==> src/inc/swcfg_pkg.sv <==
// Behaviour
// - No low-power entry while message in flight
// - Command bytes carry bit 7 set
// - Command identity from low five bits
// - Message is command byte, optional data
// - Missing data byte: NACK after 5 ms
// - Response echoes command, bit6 ACK flag
// - Returned data follows echo immediately
// - Unsupported or erroneous command gets NACK
// - Unsolicited messages never await host reply
// - Config reads return current register contents
// - Status reads return matching status register
// - Unsolicited status only on rising bits
// - Fault clears on request or enable toggle
// - Restart sets flag, one unsolicited message
// - Flag clears on acknowledged 46H response
// - 81H writes setup_reg0, bit7 reserved zero
// - Bit 6 keeps pull-up, reads zero asleep
// - Bit 5 selects Sleep, forces disconnect
// - Bit 4 enables neutral simulator, default off
// - Bits 3,2 disable protections, default zero
// - Bits 1:0 overcurrent limit, default 00
// - Decode 81H through 88H command set
// - 81H answers 41H ACK or 01H NACK
// - Byte framing: start, eight data, stop
package swcfg_pkg;
  // Clock and line timing
  localparam int CLK_HZ = 20000000;
  localparam int CLK_KHZ = CLK_HZ / 1000;
  localparam int BAUD_HZ = 9600;
  localparam int BIT_CYCLES = CLK_HZ / BAUD_HZ;
  localparam int DATA_TIMEOUT_MS = 5;
  localparam int DATA_TIMEOUT_CYCLES = DATA_TIMEOUT_MS * CLK_KHZ;
  localparam int DATA_BITS = 8;
  // Byte fields
  localparam int CMD_FLAG_BIT = 7;
  localparam int ACK_BIT = 6;
  localparam int CODE_W = 5;
  // Command codes, low five bits
  localparam logic [4:0] CODE_SET0 = 5'h01;
  localparam logic [4:0] CODE_GET0 = 5'h02;
  localparam logic [4:0] CODE_SET1 = 5'h03;
  localparam logic [4:0] CODE_GET1 = 5'h04;
  localparam logic [4:0] CODE_STATE_REG0 = 5'h05;
  localparam logic [4:0] CODE_STATE_REG1 = 5'h06;
  localparam logic [4:0] CODE_SET2 = 5'h07;
  localparam logic [4:0] CODE_GET2 = 5'h08;
  // Reserved bit masks of data bytes
  localparam logic [7:0] SET0_RSVD_MASK = 8'h80;
  localparam logic [7:0] SET2_RSVD_MASK = 8'he0;
  // setup_reg0 field positions
  localparam int S0_KEEP_PULLUP = 6;
  localparam int S0_SLEEP_SEL = 5;
  localparam int S0_NEUTRAL_EN = 4;
  localparam int S0_UVLO_DIS = 3;
  localparam int S0_SHORT_DIS = 2;
  localparam int S0_OC_LSB = 0;
  // Start-up defaults
  localparam logic [7:0] SETUP0_RESET = 8'h00;
  localparam logic [7:0] DAC_RESET = 8'h40;
  localparam logic [7:0] TIMING_RESET = 8'h00;
  // Position of restart_flag within state_reg1
  localparam int S1_RESTART_BIT = 0;
endpackage

==> src/verilog/swcfg_msg.sv <==
`timescale 1ns/100ps
`default_nettype none
module swcfg_msg #(
  parameter int TIMEOUT_CYCLES = swcfg_pkg::DATA_TIMEOUT_CYCLES,
  parameter int BIT_CYCLES = swcfg_pkg::BIT_CYCLES
) (
  // Clock and reset
  input wire logic clk_i,
  input wire logic sys_rst_i,
  // Open-drain single_wire_port
  input wire logic single_wire_port_i,
  output logic single_wire_port_o,
  output logic single_wire_port_oe_o,
  // Device pins and analogue events
  input wire logic chip_enable_i,
  input wire logic restart_event_i,
  input wire logic [7:0] fault0_raw_i,
  input wire logic [7:0] fault1_raw_i,
  // Mode control, same clock
  input wire logic sleep_active_i,
  input wire logic low_power_req_i,
  output logic low_power_go_o,
  // Configuration outputs
  output logic [7:0] setup_reg0_o,
  output logic [7:0] dac_ref_o,
  output logic [7:0] timing_o,
  output logic pullup_disconnect_o,
  output logic sleep_select_o,
  // Status view
  output logic [7:0] state_reg0_o,
  output logic [7:0] state_reg1_o
);
  // Elaboration check: counters need room for the bit and wait times
  if (TIMEOUT_CYCLES < 2 || BIT_CYCLES < 4 || BIT_CYCLES > 2000000) begin
    $error("swcfg_msg: unsupported timing parameters");
  end

  localparam int TW = $clog2(TIMEOUT_CYCLES + 1);
  localparam int BW = $clog2(BIT_CYCLES * 2);
  localparam logic [TW-1:0] TO_LAST = TW'(TIMEOUT_CYCLES - 1);
  localparam logic [BW-1:0] BIT_LAST = BW'(BIT_CYCLES - 1);
  localparam logic [BW-1:0] FIRST_LAST = BW'(BIT_CYCLES + BIT_CYCLES / 2 - 1);

  typedef enum logic [1:0] {S_IDLE, S_WAIT_DATA, S_SEND} msg_state_e;

  // Synchronisers, first stage feeds only second
  logic [1:0] line_sync;
  logic [1:0] ce_sync;
  logic [1:0] rst_ev_sync;
  logic [7:0] f0_meta, f0_s;
  logic [7:0] f1_meta, f1_s;
  logic line_prev; // For falling-edge detect
  logic ce_prev; // For enable rising edge
  logic rst_ev_prev; // For restart edge

  // Receiver
  logic rx_active;
  logic [BW-1:0] rx_cnt;
  logic [3:0] rx_idx;
  logic [7:0] rx_sh;
  logic rx_done; // One-cycle pulse per good byte

  // Transmitter
  logic tx_active;
  logic tx_go; // Pulse launching one byte
  logic [7:0] tx_byte;
  logic [9:0] tx_sh;
  logic [BW-1:0] tx_cnt;
  logic [3:0] tx_left;

  // Message control
  msg_state_e state;
  logic [7:0] cmd_q;
  logic [TW-1:0] timer;
  logic [7:0] msg_b0, msg_b1;
  logic [1:0] msg_len, msg_idx;

  // Registers
  logic [7:0] setup0, dac, timing;
  logic [7:0] sticky0, sticky1;
  logic restart_flag;
  logic [7:0] prev0, prev1;
  logic pend0, pend1; // Queued unsolicited messages

  // Decode results
  logic [4:0] code;
  logic known, two_byte;
  logic [7:0] rd_data;
  logic [7:0] state_reg0, state_reg1;
  logic [7:0] setup0_view;
  logic data_ok;
  logic ce_rise, restart_ev;
  logic cmd_in; // Command byte taken in idle
  logic take0, take1; // Unsolicited message launched
  logic rsp_load; // Solicited response loaded
  logic rsp_ack;
  logic wr_en; // Config write strobe
  logic line_free;

  // Input synchronisers
  always_ff @(posedge clk_i) begin
    if (sys_rst_i) begin
      line_sync <= 2'h3;
      ce_sync <= 2'h0;
      rst_ev_sync <= 2'h0;
      f0_meta <= 8'h00;
      f0_s <= 8'h00;
      f1_meta <= 8'h00;
      f1_s <= 8'h00;
      line_prev <= 1'b1;
      ce_prev <= 1'b0;
      rst_ev_prev <= 1'b0;
    end else begin
      line_sync <= {line_sync[0], single_wire_port_i};
      ce_sync <= {ce_sync[0], chip_enable_i};
      rst_ev_sync <= {rst_ev_sync[0], restart_event_i};
      f0_meta <= fault0_raw_i;
      f0_s <= f0_meta;
      f1_meta <= fault1_raw_i;
      f1_s <= f1_meta;
      line_prev <= line_sync[1];
      ce_prev <= ce_sync[1];
      rst_ev_prev <= rst_ev_sync[1];
    end
  end

  assign ce_rise = ce_sync[1] & ~ce_prev;
  assign restart_ev = rst_ev_sync[1] & ~rst_ev_prev;

  // Receiver: start, eight bits LSB first, stop
  always_ff @(posedge clk_i) begin
    if (sys_rst_i) begin
      rx_active <= 1'b0;
      rx_cnt <= '0;
      rx_idx <= 4'h0;
      rx_sh <= 8'h00;
      rx_done <= 1'b0;
    end else begin
      rx_done <= 1'b0;
      if (!rx_active) begin
        // Own transmission echoes on the line; ignore it
        if (line_prev && !line_sync[1] && !tx_active) begin
          rx_active <= 1'b1;
          rx_cnt <= FIRST_LAST;
          rx_idx <= 4'h0;
        end
      end else if (rx_cnt != '0) begin
        rx_cnt <= rx_cnt - 1'b1;
      end else if (rx_idx < 4'(swcfg_pkg::DATA_BITS)) begin
        rx_sh <= {line_sync[1], rx_sh[7:1]};
        rx_idx <= rx_idx + 4'h1;
        rx_cnt <= BIT_LAST;
      end else begin
        // Stop bit low is a framing error: byte dropped
        rx_active <= 1'b0;
        rx_done <= line_sync[1];
      end
    end
  end

  // Transmitter: drive low for zero bits only
  always_ff @(posedge clk_i) begin
    if (sys_rst_i) begin
      tx_active <= 1'b0;
      tx_sh <= 10'h3ff;
      tx_cnt <= '0;
      tx_left <= 4'h0;
      single_wire_port_o <= 1'b0;
      single_wire_port_oe_o <= 1'b0;
    end else begin
      single_wire_port_o <= 1'b0;
      if (!tx_active) begin
        single_wire_port_oe_o <= 1'b0;
        if (tx_go) begin
          tx_active <= 1'b1;
          tx_sh <= {1'b1, tx_byte, 1'b0};
          tx_cnt <= BIT_LAST;
          tx_left <= 4'h9;
          single_wire_port_oe_o <= 1'b1; // Start bit
        end
      end else if (tx_cnt != '0) begin
        tx_cnt <= tx_cnt - 1'b1;
      end else if (tx_left != 4'h0) begin
        tx_sh <= {1'b1, tx_sh[9:1]};
        tx_left <= tx_left - 4'h1;
        tx_cnt <= BIT_LAST;
        single_wire_port_oe_o <= ~tx_sh[1];
      end else begin
        tx_active <= 1'b0; // Stop bit done
        single_wire_port_oe_o <= 1'b0;
      end
    end
  end

  // Command decode and response content
  always_comb begin
    code = cmd_q[4:0];
    // Bits 6:5 set are treated as unsupported
    known = (cmd_q[6:5] == 2'h0) && (code >= swcfg_pkg::CODE_SET0)
      && (code <= swcfg_pkg::CODE_GET2);
    two_byte = (code == swcfg_pkg::CODE_SET0)
      || (code == swcfg_pkg::CODE_SET1)
      || (code == swcfg_pkg::CODE_SET2);
    setup0_view = setup0;
    if (sleep_active_i)
      setup0_view[swcfg_pkg::S0_KEEP_PULLUP] = 1'b0;
    state_reg0 = sticky0;
    state_reg1 = sticky1;
    state_reg1[swcfg_pkg::S1_RESTART_BIT] = restart_flag;
    case (code)
      swcfg_pkg::CODE_GET0: rd_data = setup0_view;
      swcfg_pkg::CODE_GET1: rd_data = dac;
      swcfg_pkg::CODE_GET2: rd_data = timing;
      swcfg_pkg::CODE_STATE_REG0: rd_data = state_reg0;
      swcfg_pkg::CODE_STATE_REG1: rd_data = state_reg1;
      default: rd_data = 8'h00;
    endcase
    // Reserved data bits set make the write an error
    case (code)
      swcfg_pkg::CODE_SET0:
        data_ok = (rx_sh & swcfg_pkg::SET0_RSVD_MASK) == 8'h00;
      swcfg_pkg::CODE_SET2:
        data_ok = (rx_sh & swcfg_pkg::SET2_RSVD_MASK) == 8'h00;
      default: data_ok = 1'b1;
    endcase
  end

  // Handshake terms between message control and registers
  always_comb begin
    cmd_in = (state == S_IDLE) && rx_done
      && rx_sh[swcfg_pkg::CMD_FLAG_BIT];
    line_free = !rx_active && !tx_active && !tx_go;
    // Unsolicited only with enable high and line free
    take0 = (state == S_IDLE) && !cmd_in && !rx_done && pend0
      && ce_sync[1] && line_free;
    take1 = (state == S_IDLE) && !cmd_in && !rx_done && !pend0 && pend1
      && ce_sync[1] && line_free;
    rsp_load = 1'b0;
    rsp_ack = 1'b0;
    wr_en = 1'b0;
    if (state == S_WAIT_DATA && rx_done) begin
      rsp_load = 1'b1;
      rsp_ack = data_ok;
      wr_en = data_ok;
    end else if (state == S_WAIT_DATA && timer == TO_LAST) begin
      rsp_load = 1'b1;
    end else if (state == S_IDLE && rx_done && rx_sh[7]) begin
      rsp_load = !(known && two_byte);
      rsp_ack = known;
    end
  end

  // Message control state machine
  always_ff @(posedge clk_i) begin
    if (sys_rst_i) begin
      state <= S_IDLE;
      cmd_q <= 8'h00;
      timer <= '0;
      msg_b0 <= 8'h00;
      msg_b1 <= 8'h00;
      msg_len <= 2'h0;
      msg_idx <= 2'h0;
      tx_go <= 1'b0;
      tx_byte <= 8'h00;
    end else begin
      tx_go <= 1'b0;
      case (state)
        S_IDLE: begin
          if (cmd_in) begin
            cmd_q <= rx_sh;
            timer <= '0;
            if (known_next(rx_sh)) begin
              state <= S_WAIT_DATA;
            end else begin
              // Single-byte command answered at once
              msg_b0 <= {1'b0, known_one(rx_sh), rx_sh[5:0]};
              msg_b1 <= rd_now(rx_sh);
              msg_len <= (known_one(rx_sh) && !is_write(rx_sh[4:0]))
                ? 2'h2 : 2'h1;
              msg_idx <= 2'h0;
              state <= S_SEND;
            end
          end else if (take0 || take1) begin
            // Unsolicited status, bit 7 set as a command
            msg_b0 <= {1'b1, 2'h0, take0 ? swcfg_pkg::CODE_STATE_REG0
              : swcfg_pkg::CODE_STATE_REG1};
            msg_b1 <= take0 ? state_reg0 : state_reg1;
            msg_len <= 2'h2;
            msg_idx <= 2'h0;
            state <= S_SEND;
          end
        end
        S_WAIT_DATA: begin
          timer <= timer + 1'b1;
          if (rsp_load) begin
            msg_b0 <= {1'b0, rsp_ack, cmd_q[5:0]};
            msg_len <= 2'h1;
            msg_idx <= 2'h0;
            state <= S_SEND;
          end
        end
        S_SEND: begin
          if (!tx_active && !tx_go) begin
            if (msg_idx < msg_len) begin
              tx_go <= 1'b1;
              tx_byte <= (msg_idx == 2'h0) ? msg_b0 : msg_b1;
              msg_idx <= msg_idx + 2'h1;
            end else begin
              state <= S_IDLE;
            end
          end
        end
        default: state <= S_IDLE;
      endcase
    end
  end

  // Helpers evaluated on the incoming command byte
  function automatic logic is_write(input logic [4:0] c);
    is_write = (c == swcfg_pkg::CODE_SET0) || (c == swcfg_pkg::CODE_SET1)
      || (c == swcfg_pkg::CODE_SET2);
  endfunction

  function automatic logic known_one(input logic [7:0] b);
    known_one = (b[6:5] == 2'h0) && (b[4:0] >= swcfg_pkg::CODE_SET0)
      && (b[4:0] <= swcfg_pkg::CODE_GET2);
  endfunction

  function automatic logic known_next(input logic [7:0] b);
    known_next = known_one(b) && is_write(b[4:0]);
  endfunction

  // Read data for a byte not yet in cmd_q
  function automatic logic [7:0] rd_now(input logic [7:0] b);
    case (b[4:0])
      swcfg_pkg::CODE_GET0: rd_now = setup0_view;
      swcfg_pkg::CODE_GET1: rd_now = dac;
      swcfg_pkg::CODE_GET2: rd_now = timing;
      swcfg_pkg::CODE_STATE_REG0: rd_now = state_reg0;
      swcfg_pkg::CODE_STATE_REG1: rd_now = state_reg1;
      default: rd_now = 8'h00;
    endcase
  endfunction

  // Configuration registers; restart restores defaults
  always_ff @(posedge clk_i) begin
    if (sys_rst_i || restart_ev) begin
      setup0 <= swcfg_pkg::SETUP0_RESET;
      dac <= swcfg_pkg::DAC_RESET;
      timing <= swcfg_pkg::TIMING_RESET;
    end else if (wr_en) begin
      case (cmd_q[4:0])
        swcfg_pkg::CODE_SET0: setup0 <= rx_sh;
        swcfg_pkg::CODE_SET1: dac <= rx_sh;
        swcfg_pkg::CODE_SET2: timing <= rx_sh;
        default: setup0 <= setup0;
      endcase
    end
  end

  // Sticky status; a live fault always wins over a clear
  always_ff @(posedge clk_i) begin
    if (sys_rst_i) begin
      sticky0 <= 8'h00;
      sticky1 <= 8'h00;
      restart_flag <= 1'b1; // Power-up counts as a restart
    end else begin
      sticky0 <= f0_s | ((cmd_in && rx_sh[4:0] == swcfg_pkg::CODE_STATE_REG0
        && known_one(rx_sh)) || ce_rise ? 8'h00 : sticky0);
      sticky1 <= f1_s | ((cmd_in && rx_sh[4:0] == swcfg_pkg::CODE_STATE_REG1
        && known_one(rx_sh)) || ce_rise ? 8'h00 : sticky1);
      if (restart_ev)
        restart_flag <= 1'b1;
      else if (cmd_in && known_one(rx_sh)
        && rx_sh[4:0] == swcfg_pkg::CODE_STATE_REG1)
        restart_flag <= 1'b0;
    end
  end

  // Rising status bits queue one unsolicited message
  always_ff @(posedge clk_i) begin
    if (sys_rst_i) begin
      prev0 <= 8'h00;
      prev1 <= 8'h00; // Restart flag edge seen after reset
      pend0 <= 1'b0;
      pend1 <= 1'b0;
    end else begin
      prev0 <= state_reg0;
      prev1 <= state_reg1;
      pend0 <= (|(state_reg0 & ~prev0)) || (pend0 && !take0);
      pend1 <= (|(state_reg1 & ~prev1)) || (pend1 && !take1);
    end
  end

  // Registered outputs and low-power gate
  always_ff @(posedge clk_i) begin
    if (sys_rst_i) begin
      low_power_go_o <= 1'b0;
      setup_reg0_o <= swcfg_pkg::SETUP0_RESET;
      dac_ref_o <= swcfg_pkg::DAC_RESET;
      timing_o <= swcfg_pkg::TIMING_RESET;
      pullup_disconnect_o <= 1'b1;
      sleep_select_o <= 1'b0;
      state_reg0_o <= 8'h00;
      state_reg1_o <= 8'h00;
    end else begin
      // Hold off mode change while any message is in flight
      low_power_go_o <= low_power_req_i && !rx_active && !tx_active
        && !tx_go && state == S_IDLE && !rx_done;
      setup_reg0_o <= setup0_view;
      dac_ref_o <= dac;
      timing_o <= timing;
      pullup_disconnect_o <= !setup0_view[swcfg_pkg::S0_KEEP_PULLUP]
        || setup0[swcfg_pkg::S0_SLEEP_SEL];
      sleep_select_o <= setup0[swcfg_pkg::S0_SLEEP_SEL];
      state_reg0_o <= state_reg0;
      state_reg1_o <= state_reg1;
    end
  end
endmodule
`default_nettype wire
==> config.mk <==
export PLATFORM = sky130hd
export DESIGN_NAME = swcfg_msg
export DESIGN_NICKNAME = d
export VERILOG_FILES = /design/src/inc/swcfg_pkg.sv /design/src/verilog/swcfg_msg.sv
export SDC_FILE = /design/constraint.sdc
export NUM_CORES = 1
export LEC_CHECK = 0
export BUFFER_PORTS_ARGS = -buffer_cell sky130_fd_sc_hd__buf_2
export CAP_MARGIN = 20
export CORE_AREA = 2 2 184 186
export CTS_BUF_LIST = sky130_fd_sc_hd__clkbuf_4 sky130_fd_sc_hd__clkbuf_8
export DETAILED_ROUTE_END_ITERATION = 8
export DIE_AREA = 0 0 186 188
export PLACE_DENSITY_LB_ADDON = 0.3
export RECOVER_POWER = 100
export SKIP_LAST_GASP = 1
export SLEW_MARGIN = 20
export SYNTH_ARGS = -nofsm -noshare
export SYNTH_HDL_FRONTEND = slang
export SYNTH_SLANG_ARGS = --single-unit
==> constraint.sdc <==
create_clock -name clk_i -period 5.35 [get_ports clk_i]
set_input_delay 0.2675 -clock clk_i [delete_from_list [all_inputs] [get_ports clk_i]]
set_output_delay 0.2675 -clock clk_i [all_outputs]
set_load 0.01 [all_outputs]
==> impl_metrics.yaml, run 1 <==
status:
  status: "finished with violations"
  violations: "capacitance limit, slew limit"
sta:
  tightest_slew_ns: 2.33
  finalSetupTns_ns: 0
  max_freq_mhz: 273
  setup_viol: 0
  skew_ns: 0.0410
  relSlewSlack_pct: -55.1
  holdWs_ns: 0.0475
  fin_crit_sh_pct: 68.6
  rsz0062_at_grt: "no"
  slew_viol_final: 104
  min_period_ns: 3.67
  hold_violations: 0
pwr:
  p_leak_nw: 4.11
  switchingPower_w: 0.000893
  power_density_nw_per_um2: 338
  p_clk_share_pct: 46.4
  pwr-share-comb_pct: 5.7
  p_int_w: 0.00288
  peakVddDrop_mv: 0.198
  p_seq_share_pct: 47.9
  swShare_pct: 23.7
layout:
  reg_top3: "timer (17), rx_cnt (13), tx_cnt (13)"
  nets: 1128
  largest_register_ffs: 17
  fin_cells: 1576
  drive_gt1_share_pct: 12.1
  area_growth_pct: 17.7
  design_area_um2: 11200
  n_antenna_cell: 0
  regMostFlops: "timer"
place:
  port_buffers: 65
  dp.cells: 1485
  place_area_um2: 10200
  dp_hpwl_mm: 16.0
  gp_congestion: 0.868
cts:
  htreeDepth: 2
  cts_root_buf: "clkbuf_8"
  path_clk_slew_ns: 0.06
  insertion_delay_ns: 0.55
  post_cts_buffers: 0
  numCtsBuffers: 39
  cts-resized-gates: 0
  cts_tree: "done"
  clockBufferDepth: 3
  ctsHoldBuffers: 18
  clock-sinks: 231
synthesis:
  yosysMostFrequentCell: "dfxtp_1"
  ys_ff_latch: 231
  synth_top_area_cell: "dfxtp_1"
  syn-num-nets: 1059
  synth.distinct_cells: 73
  ys_seq_area_share_pct: 48.8
  syn_inst: 1028
  netlist_area_um2: 9470
  synth_edf_count: 0
  synthSimpleGateAreaFrac_pct: 23.5
  synthFlopType: "dfxtp_1"
  ys_warn_count: 0
  async_flop_share_pct: 0
  synthMuxAreaShare_pct: 6.00
  synth_top_family_by_area: "simple AND/OR/NAND/NOR gates"
  avgSynthCellArea_um2: 9.22
  synth-xor-area-share_pct: 1.02
  synth_common_cells: "dfxtp_1 (231), nor2_1 (96), nand2_1 (80), nor2b_1 (67), a21oi_1 (58)"
  synth_compound_area_share_pct: 15.3
  yosysTopAreaCellShare_pct: 48.8
  synth_area_leaders: "dfxtp_1 (49%), nor2b_1 (4.4%), mux2i_1 (4.3%)"
  synth_fa_ha_area_share_pct: 1.06
global_route:
  grt_pass1_wl_mm: 38.3
  grt.total_usage_pct: 13.6
  use_met2_pct: 20.9
  antenna_found_initial: 0
  grt_util_met3_pct: 2.62
  busiest_layer: "met2"
  use_met1_pct: 18.7
  grt_pass1_vias: 7147
  globalRouteOverflowTotal: 0
  grt_max_degree: 75
critical_path:
  cp.arrival_ns: 4.08
  crit-reg2reg-launch: "tx_cnt[0]"
  path_cells: "clkbuf_1 -> inv_1 -> clkbuf_1 -> o221ai_1 -> nor4_1 -> a31o_2"
  endpoint_kind: "flip-flop"
  cp_max_fo: 49
  crit_path_frequent_cell: "clkbuf_1"
  path_class: "in2reg"
  required_ns: 5.76
  slowest_delay_ns: 1.61
  worst_path_max_delay_cell: "clkbuf_1"
  critPathLaunch: "sys_rst_i"
  start_kind: "input port"
hold_path:
  hp-start: "sleep_active_i"
  hold_path.class: "in2reg"
floorplanning:
  die_area_um2: 35000
  core.rowCount: 67
  ios: 68
  start_util_pct: 28.6
  core_area_um2: 33100
  die_h_um: 188
  die_w_um: 186
detailed_routing:
  num_vias: 7634
  drtPass1Iterations: 5
  drt_iter0_markers: 523
  post_drt_wl_per_cell_um: 15.1
  avgViaCountPerCell: 4.84
  route.detailed.drc: 0
  wl_mm: 23.8
  drt.antenna.violating_nets: 0
run:
  max-cap-violations: 3
==> metal layers <==
| layer | vias up | part of all wire, % |
|---|---|---|
| li1 | 3836 | - |
| met1 | 3575 | 49 |
| met2 | 167 | 45 |
| met3 | 56 | 4.0 |
| met4 | 0 | 2.7 |
| met5 | - | 0 |
==> cell usage in the layout, fill, tap and decap left out, types with 14 or more instances in the layout <==
| cell | n |
|---|---|
| a211oi_1 | 20 |
| mux2i_1 | 41 |
| clkbuf_1 | 48 |
| buf_2 | 20 |
| nor2b_1 | 67 |
| o21ai_0 | 34 |
| nand2_1 | 80 |
| a22o_1 | 18 |
| nor3_1 | 30 |
| a21oi_1 | 58 |
| mux2_2 | 14 |
| clkbuf_8 | 50 |
| dlygate4sd3_1 | 18 |
| dfxtp_1 | 231 |
| nor2_1 | 96 |
| inv_1 | 35 |
==> final cells by class <==
type / instances / area, µm²
tap: 448 / 561
multi-input combinational: 698 / 4440
clock inverter: 11 / 125
fill: 3459 / 22000
sequential: 231 / 4620
inverter: 35 / 131
clock buffer: 61 / 771
timing repair buffer: 92 / 503
==> cells by family after synthesis <==
logic type	after synthesis
other cells	1
buf+inv	99
mux	55
xor+xnor	11
fa+ha+maj	8
compound gates	213
simple gates	410
flops	231
==> power by group through the flow <==
stage	clock network (W)	logic [W]	registers, W
floorplan	0	0.000167	0.00183
global placement	0	0.000211	0.00184
detailed placement	0	0.000214	0.00184
CTS	0.00180	0.000225	0.00181
global route	0.00188	0.000242	0.00181
finish	0.00175	0.000217	0.00181
==> worst paths after layout <==
kind	to	depth (start not counted)	slack, ns
worst max-delay path	msg_b0[2]	6	1.68
worst min-delay path	setup_reg0_o[6]	3	0.05
worst max register to register	tx_cnt[6]	7	1.74
worst min register to register	line_sync[1]	1	0.41
==> worst max-delay path, delay by kind of cell <==
| kind | cells | cell delay (ns) |
|---|---|---|
| buffers and inverters | 3 | 3.20 |
| and+or+nand+nor | 1 | 0.08 |
| AOI/OAI and AO/OA | 2 | 0.48 |
==> through the flow <==
stage / total power [W] / setup slack [ns] / utilization, %
floorplan: 0.00200 / 3.09 / -
finish: 0.00377 / 1.68 / 33.7
detailed placement: 0.00206 / 2.32 / 30.7
CTS: 0.00383 / 2.31 / 33.9
global route: 0.00394 / 1.22 / 33.7
global placement: 0.00205 / 2.28 / 30.7
(Power assumes the default switching activity.)
==> inputs of run 2 (changes only) <==
ABC_AREA = 1   (was not set)
CORE_AREA = 2 2 186 188   (was 2 2 184 186)
DIE_AREA = 0 0 188 190   (was 0 0 186 188)
clock period = 3.1 ns   (was 5.35 ns; I/O delays follow)
==> run 2 against run 1 <==
  * The run still ends with capacitance limit, slew limit left
  * Combinational power increased to 2.9 times the previous value
  * Cell area increased by 3.3%
  * Global-route usage increased by 0.18 points
  * Largest power group is now clock
==> impl_metrics.yaml, run 2 <==
detailed_routing:
  drt.antenna.violating_nets: 0
  avgViaCountPerCell: 4.43
  wl_mm: 24.3
  drt_iter0_markers: 543
  post_drt_wl_per_cell_um: 12.9
  route.detailed.drc: 0
  num_vias: 8337
  drtPass1Iterations: 5
critical_path:
  ff2ff_path_depth: 10
  worst_path_max_delay_cell: "clkbuf_1"
  crit_end: "sticky1[5]"
  required_ns: 3.54
  start_kind: "input port"
  rrSetupSlack_ns: 0.61
  cp_max_fo: 54
  crit-reg2reg-launch: "state[0]"
  path_class: "in2reg"
  cp.arrival_ns: 2.95
  r2r_end: "msg_idx[0]"
  critPathLaunch: "sys_rst_i"
  path_cells: "dlygate4sd3_1 -> clkbuf_1 -> buf_4 -> nor2_1 -> a22o_1"
  slowest_delay_ns: 1.18
  endpoint_kind: "flip-flop"
floorplanning:
  start_util_pct: 28.5
  core_area_um2: 33900
  ios: 68
  die_area_um2: 35700
  die_h_um: 190
  core.rowCount: 68
  die_w_um: 188
layout:
  most-common-layout-cells: "nand2_1 (252), dfxtp_1 (231), nor2_1 (185)"
  n_antenna_cell: 0
  drive_gt1_share_pct: 11.1
  nets: 1427
  utilization_pct: 33.9
  largest_register_ffs: 17
  design_area_um2: 11500
  fin_cells: 1884
  fillers: 3671
  regMostFlops: "timer"
  final_common_cell: "nand2_1"
  reg_top3: "timer (17), rx_cnt (13), tx_cnt (13)"
  area_growth_pct: 18.9
synthesis:
  synth_common_cells: "nand2_1 (250), dfxtp_1 (231), nor2_1 (180), inv_1 (176), a21oi_1 (89)"
  yosysTopAreaCellShare_pct: 47.7
  synth_edf_count: 0
  syn-num-nets: 1334
  synth_area_leaders: "dfxtp_1 (48%), nand2_1 (9.7%), nor2_1 (7.0%)"
  yosysMostFrequentCell: "nand2_1"
  synth.distinct_cells: 49
  netlist_area_um2: 9690
  ys_warn_count: 0
  synth_top_area_cell: "dfxtp_1"
  async_flop_share_pct: 0
  ys_seq_area_share_pct: 47.7
  avgSynthCellArea_um2: 7.44
  ys_ff_latch: 231
  syn_inst: 1303
  synthFlopType: "dfxtp_1"
cts:
  insertion_delay_ns: 0.55
  clock-sinks: 231
  cts_root_buf: "clkbuf_8"
  clockBufferDepth: 3
  path_clk_slew_ns: 0.06
  numCtsBuffers: 41
  htreeDepth: 2
  cts-resized-gates: 0
  cts_tree: "done"
sta:
  fin_crit_sh_pct: 81.1
  finalSetupTns_ns: 0
  hold_violations: 0
  setup_viol: 0
  rsz0062_at_grt: "no"
  min_period_ns: 2.51
  skew_ns: 0.0178
  max_freq_mhz: 398
  tightest_slew_ns: 1.63
  relSlewSlack_pct: -8.67
  holdWs_ns: 0.343
  slew_viol_final: 37
place:
  port_buffers: 65
  dp_hpwl_mm: 16.7
  place_area_um2: 10400
  gp_congestion: 0.839
  dp.cells: 1778
status:
  violations: "capacitance limit, slew limit"
  status: "finished with violations"
global_route:
  grt.total_usage_pct: 13.7
  grt_pass1_wl_mm: 40.3
  antenna_found_initial: 0
  globalRouteOverflowTotal: 0
  grt_max_degree: 69
  grt_pass1_vias: 7917
pwr:
  peakVddDrop_mv: 0.233
  p_leak_nw: 4.78
  power_density_nw_per_um2: 609
run:
  max-cap-violations: 1
hold_path:
  hold_path.class: "in2reg"
  whs_path_depth: 4
-- run 2: worst max-delay path: cells and delay by family --
kind	cells	cell delay [ns]
AND/OR/NAND/NOR	1	0.14
buffers and inverters	3	2.40
AO/OA/AOI/OAI	1	0.23
-- run 2: cell families (layout without fill, tap and decap cells) --
| logic type | after synthesis | count (layout) | share of synthesized area (%) |
|---|---|---|---|
| simple gates | 588 | 588 | 27.1 |
| buf+inv | 239 | 365 | 10.1 |
| compound gates | 232 | 232 | 13.7 |
| flops | 231 | 231 | 47.7 |
| fa+ha+maj | 8 | 8 | 1.03 |
| xor+xnor | 4 | 4 | 0.362 |
| other cells | 1 | 1 | 0.0387 |
-- run 2: final cells by class --
class | instances | area, µm² | area share (%)
Clock buffer | 61 | 802 | 6.96
Clock inverter | 15 | 165 | 1.43
Inverter | 189 | 712 | 6.18
Multi-Input combinational cell | 833 | 4040 | 35.1
Sequential cell | 231 | 4620 | 40.1
Tap cell | 455 | 569 | 4.94
Timing Repair Buffer | 100 | 607 | 5.27
-- run 2: worst min-delay path by stage --
stage / startpoint / endpoint
finish: fault1_raw_i[2] / f1_meta[2]
global placement: single_wire_port_i / line_sync[0]
global route: single_wire_port_i / line_sync[0]
detailed placement: single_wire_port_i / line_sync[0]
floorplan: sleep_active_i / setup_reg0_o[6]
CTS: fault1_raw_i[6] / f1_meta[6]
-- run 2: what timing repair did --
action                                  4_1_cts  5_1_grt
endpoints found under the hold margin        33        0
buffers inserted                              0        0
endpoints found under the setup margin        0        0
hold buffers                                 30        0
-- run 2: stage by stage --
stage                     setup WS (ns)  total power, W
after floorplan                    1.45         0.00367
after global placement            0.879         0.00381
after detailed placement          0.881         0.00382
after CTS                         0.862         0.00713
after global routing              0.317         0.00736
final                             0.586         0.00701
-- run 2: where the power goes --
| group | switching [W] | total (W) | internal [W] | leakage [nW] |
|---|---|---|---|---|
| registers | 0.0000759 | 0.00315 | 0.00308 | 1.88 |
| logic | 0.000403 | 0.000619 | 0.000216 | 2.39 |
| clock network | 0.00131 | 0.00324 | 0.00193 | 0.508 |
-- run 2: metal layers --
metal / routed length (µm) / global-route usage [%] / vias to the layer above / share of wire, %
li1: - / - / 4358 / -
met1: 12000 / 18.7 / 3766 / 49
met2: 10700 / 21.9 / 180 / 44
met3: 1340 / 3.06 / 33 / 5.5
met4: 359 / 3.66 / 0 / 1.5
met5: 0 / 0 / - / 0
==> inputs of run 3 (changes only) <==
ABC_AREA = 0   (was 1)
CORE_AREA = 2 2 184 186   (was 2 2 186 188)
DIE_AREA = 0 0 186 188   (was 0 0 188 190)
clock period = 2.6 ns   (was 3.1 ns; I/O delays follow)
==> run 3 against run 2 <==
  * The run still ends with capacitance limit, slew limit left
  * Utilization grew 0.27 points
  * Register-to-register slack got worse by 0.36 ns
  * Via count shrank 7.8%
  * Sequential cell count did not move
  * Global-route usage about the same
  * Hold slack got worse by 0.23 ns
  * Die area decreased by 2.1%
  * Cell count shrank 15%
  * Setup slack lost 0.34 ns
  * Critical path depth grew 2
  * First-iteration DRC count fell by 5.9%
  * Sequential power increased by 18%
  * Critical endpoint is now rx_idx[1]
  * Largest cell class unchanged
==> impl_metrics.yaml, run 3 (synthesized netlist as in run 1, its figures left out) <==
cts:
  cts_root_buf: "clkbuf_8"
  path_clk_slew_ns: 0.06
  clockBufferDepth: 3
  cts_tree: "done"
  numCtsBuffers: 41
  clock-sinks: 231
  htreeDepth: 2
  insertion_delay_ns: 0.54
  post_cts_buffers: 0
global_route:
  antenna_found_initial: 0
  grt_pass1_vias: 7149
  globalRouteOverflowTotal: 0
  grt_max_degree: 56
  grt_pass1_wl_mm: 38.8
  grt.total_usage_pct: 13.8
layout:
  largest_register_ffs: 17
  utilization_pct: 34.2
  n_antenna_cell: 0
  regMostFlops: "timer"
  reg_top3: "timer (17), rx_cnt (13), tx_cnt (13)"
  fillers: 3485
  area_growth_pct: 19.6
  final_common_cell: "dfxtp_1"
  design_area_um2: 11300
  nets: 1163
  most-common-layout-cells: "dfxtp_1 (231), nor2_1 (96), nand2_1 (80)"
  drive_gt1_share_pct: 13.5
critical_path:
  endpoint_kind: "flip-flop"
  crit-reg2reg-launch: "rx_cnt[0]"
  critPathLaunch: "rx_cnt[0]"
  cp_max_fo: 11
  r2r_end: "rx_idx[1]"
  start_kind: "flip-flop"
  slowest_delay_ns: 0.50
  path_class: "reg2reg"
  ff2ff_path_depth: 7
  rrSetupSlack_ns: 0.25
  required_ns: 2.91
  worst_path_max_delay_cell: "or4b_1"
  crit_end: "rx_idx[1]"
  path_cells: "inv_1 -> ha_1 -> or4b_1 -> or4_4 -> or3_4 -> nand3_1 -> a21oi_1"
  worst_path_dominant_cell_family: "simple AND/OR/NAND/NOR gates"
  cp_num_buf_inv: 1
  critical_path_depth: 7
  cp.arrival_ns: 2.66
floorplanning:
  die_area_um2: 35000
  core.rowCount: 67
  start_util_pct: 28.6
  ios: 68
  core_area_um2: 33100
  die_w_um: 186
  die_h_um: 188
sta:
  hold_violations: 0
  finalSetupTns_ns: 0
  slew_viol_final: 105
  rsz0062_at_grt: "no"
  skew_ns: 0.0244
  relSlewSlack_pct: -53.9
  tightest_slew_ns: 2.31
  setup_viol: 0
  min_period_ns: 2.35
  fin_crit_sh_pct: 90.5
  fin_ws_ns: 0.247
  max_freq_mhz: 425
place:
  dp_hpwl_mm: 16.7
  place_area_um2: 10400
  pre_cts_slack_ns: 0.338
  gp_congestion: 0.871
  port_buffers: 65
status:
  status: "finished with violations"
  violations: "capacitance limit, slew limit"
detailed_routing:
  num_vias: 7687
  wl_mm: 24.1
  drt.antenna.violating_nets: 0
  avgViaCountPerCell: 4.79
  drt_iter0_markers: 511
  drtPass1Iterations: 5
  route.detailed.drc: 0
  post_drt_wl_per_cell_um: 15.0
pwr:
  peakVddDrop_mv: 0.304
  power_density_nw_per_um2: 673
  p_leak_nw: 4.22
run:
  max-cap-violations: 2
hold_path:
  hold_path.class: "in2reg"
-- run 3: cell count changes in the layout (fill, tap and decap cells not counted), sizes merged, moves of 46 or more --
cell   change
nor2     -104
nand3     -46
nor2b     +67
o21ai     -56
inv      -153
nand2    -181
-- run 3: tightest hold or removal path: stages --
cell and delay [ns]:
buf_4 0.16, or3_1 0.25, a21oi_1 0.06
-- run 3: cell type report --
cell class,instances,area (µm²),area share (%)
Sequential cell,231,4620,40.8
Clock buffer,56,739,6.53
Tap cell,448,561,4.95
Timing Repair Buffer,125,721,6.36
Multi-Input combinational cell,698,4450,39.3
Clock inverter,13,104,0.917
Inverter,35,131,1.16
-- run 3: worst min-delay path by stage --
stage                       start           end  slack, ns  cells after the start
2_1_floorplan  single_wire_port_i  line_sync[0]       0.23                      1
3_3_place_gp   single_wire_port_i  line_sync[0]       0.32                      2
3_5_place_dp   single_wire_port_i  line_sync[0]       0.33                      2
4_1_cts                 sys_rst_i     rx_cnt[7]       0.08                      3
5_1_grt                 sys_rst_i     rx_cnt[9]       0.14                      3
6_report                sys_rst_i     rx_cnt[7]       0.12                      3
-- run 3: report_power, final --
group	total (W)	switching, W	internal (W)
clock	0.00344	0.00149	0.00195
combinational	0.000474	0.000270	0.000204
sequential	0.00371	0.0000776	0.00364
total	0.00763	0.00184	0.00579
-- run 3: what timing repair did --
action                                 in CTS  in global routing
resized for setup                           0                  0
hold buffers                               20                  0
endpoints found under the hold margin      21                  0
-- run 3: routing by layer --
layer	GRT usage, %	vias to the layer above	routed length [µm]
met5	0	-	0
met1	19.1	3584	11700
met3	2.60	50	951
li1	-	3899	-
met4	5.00	0	667
met2	21.1	154	10800
-- run 3: stage by stage --
stage	std cells	power (W)	hold WS (ns)
global placement	1517	0.00425	0.318
global route	1606	0.00797	0.136
finish	1606	0.00763	0.117
detailed placement	1517	0.00425	0.326
CTS	1606	0.00776	0.0778
floorplan	1028	0.00411	0.234
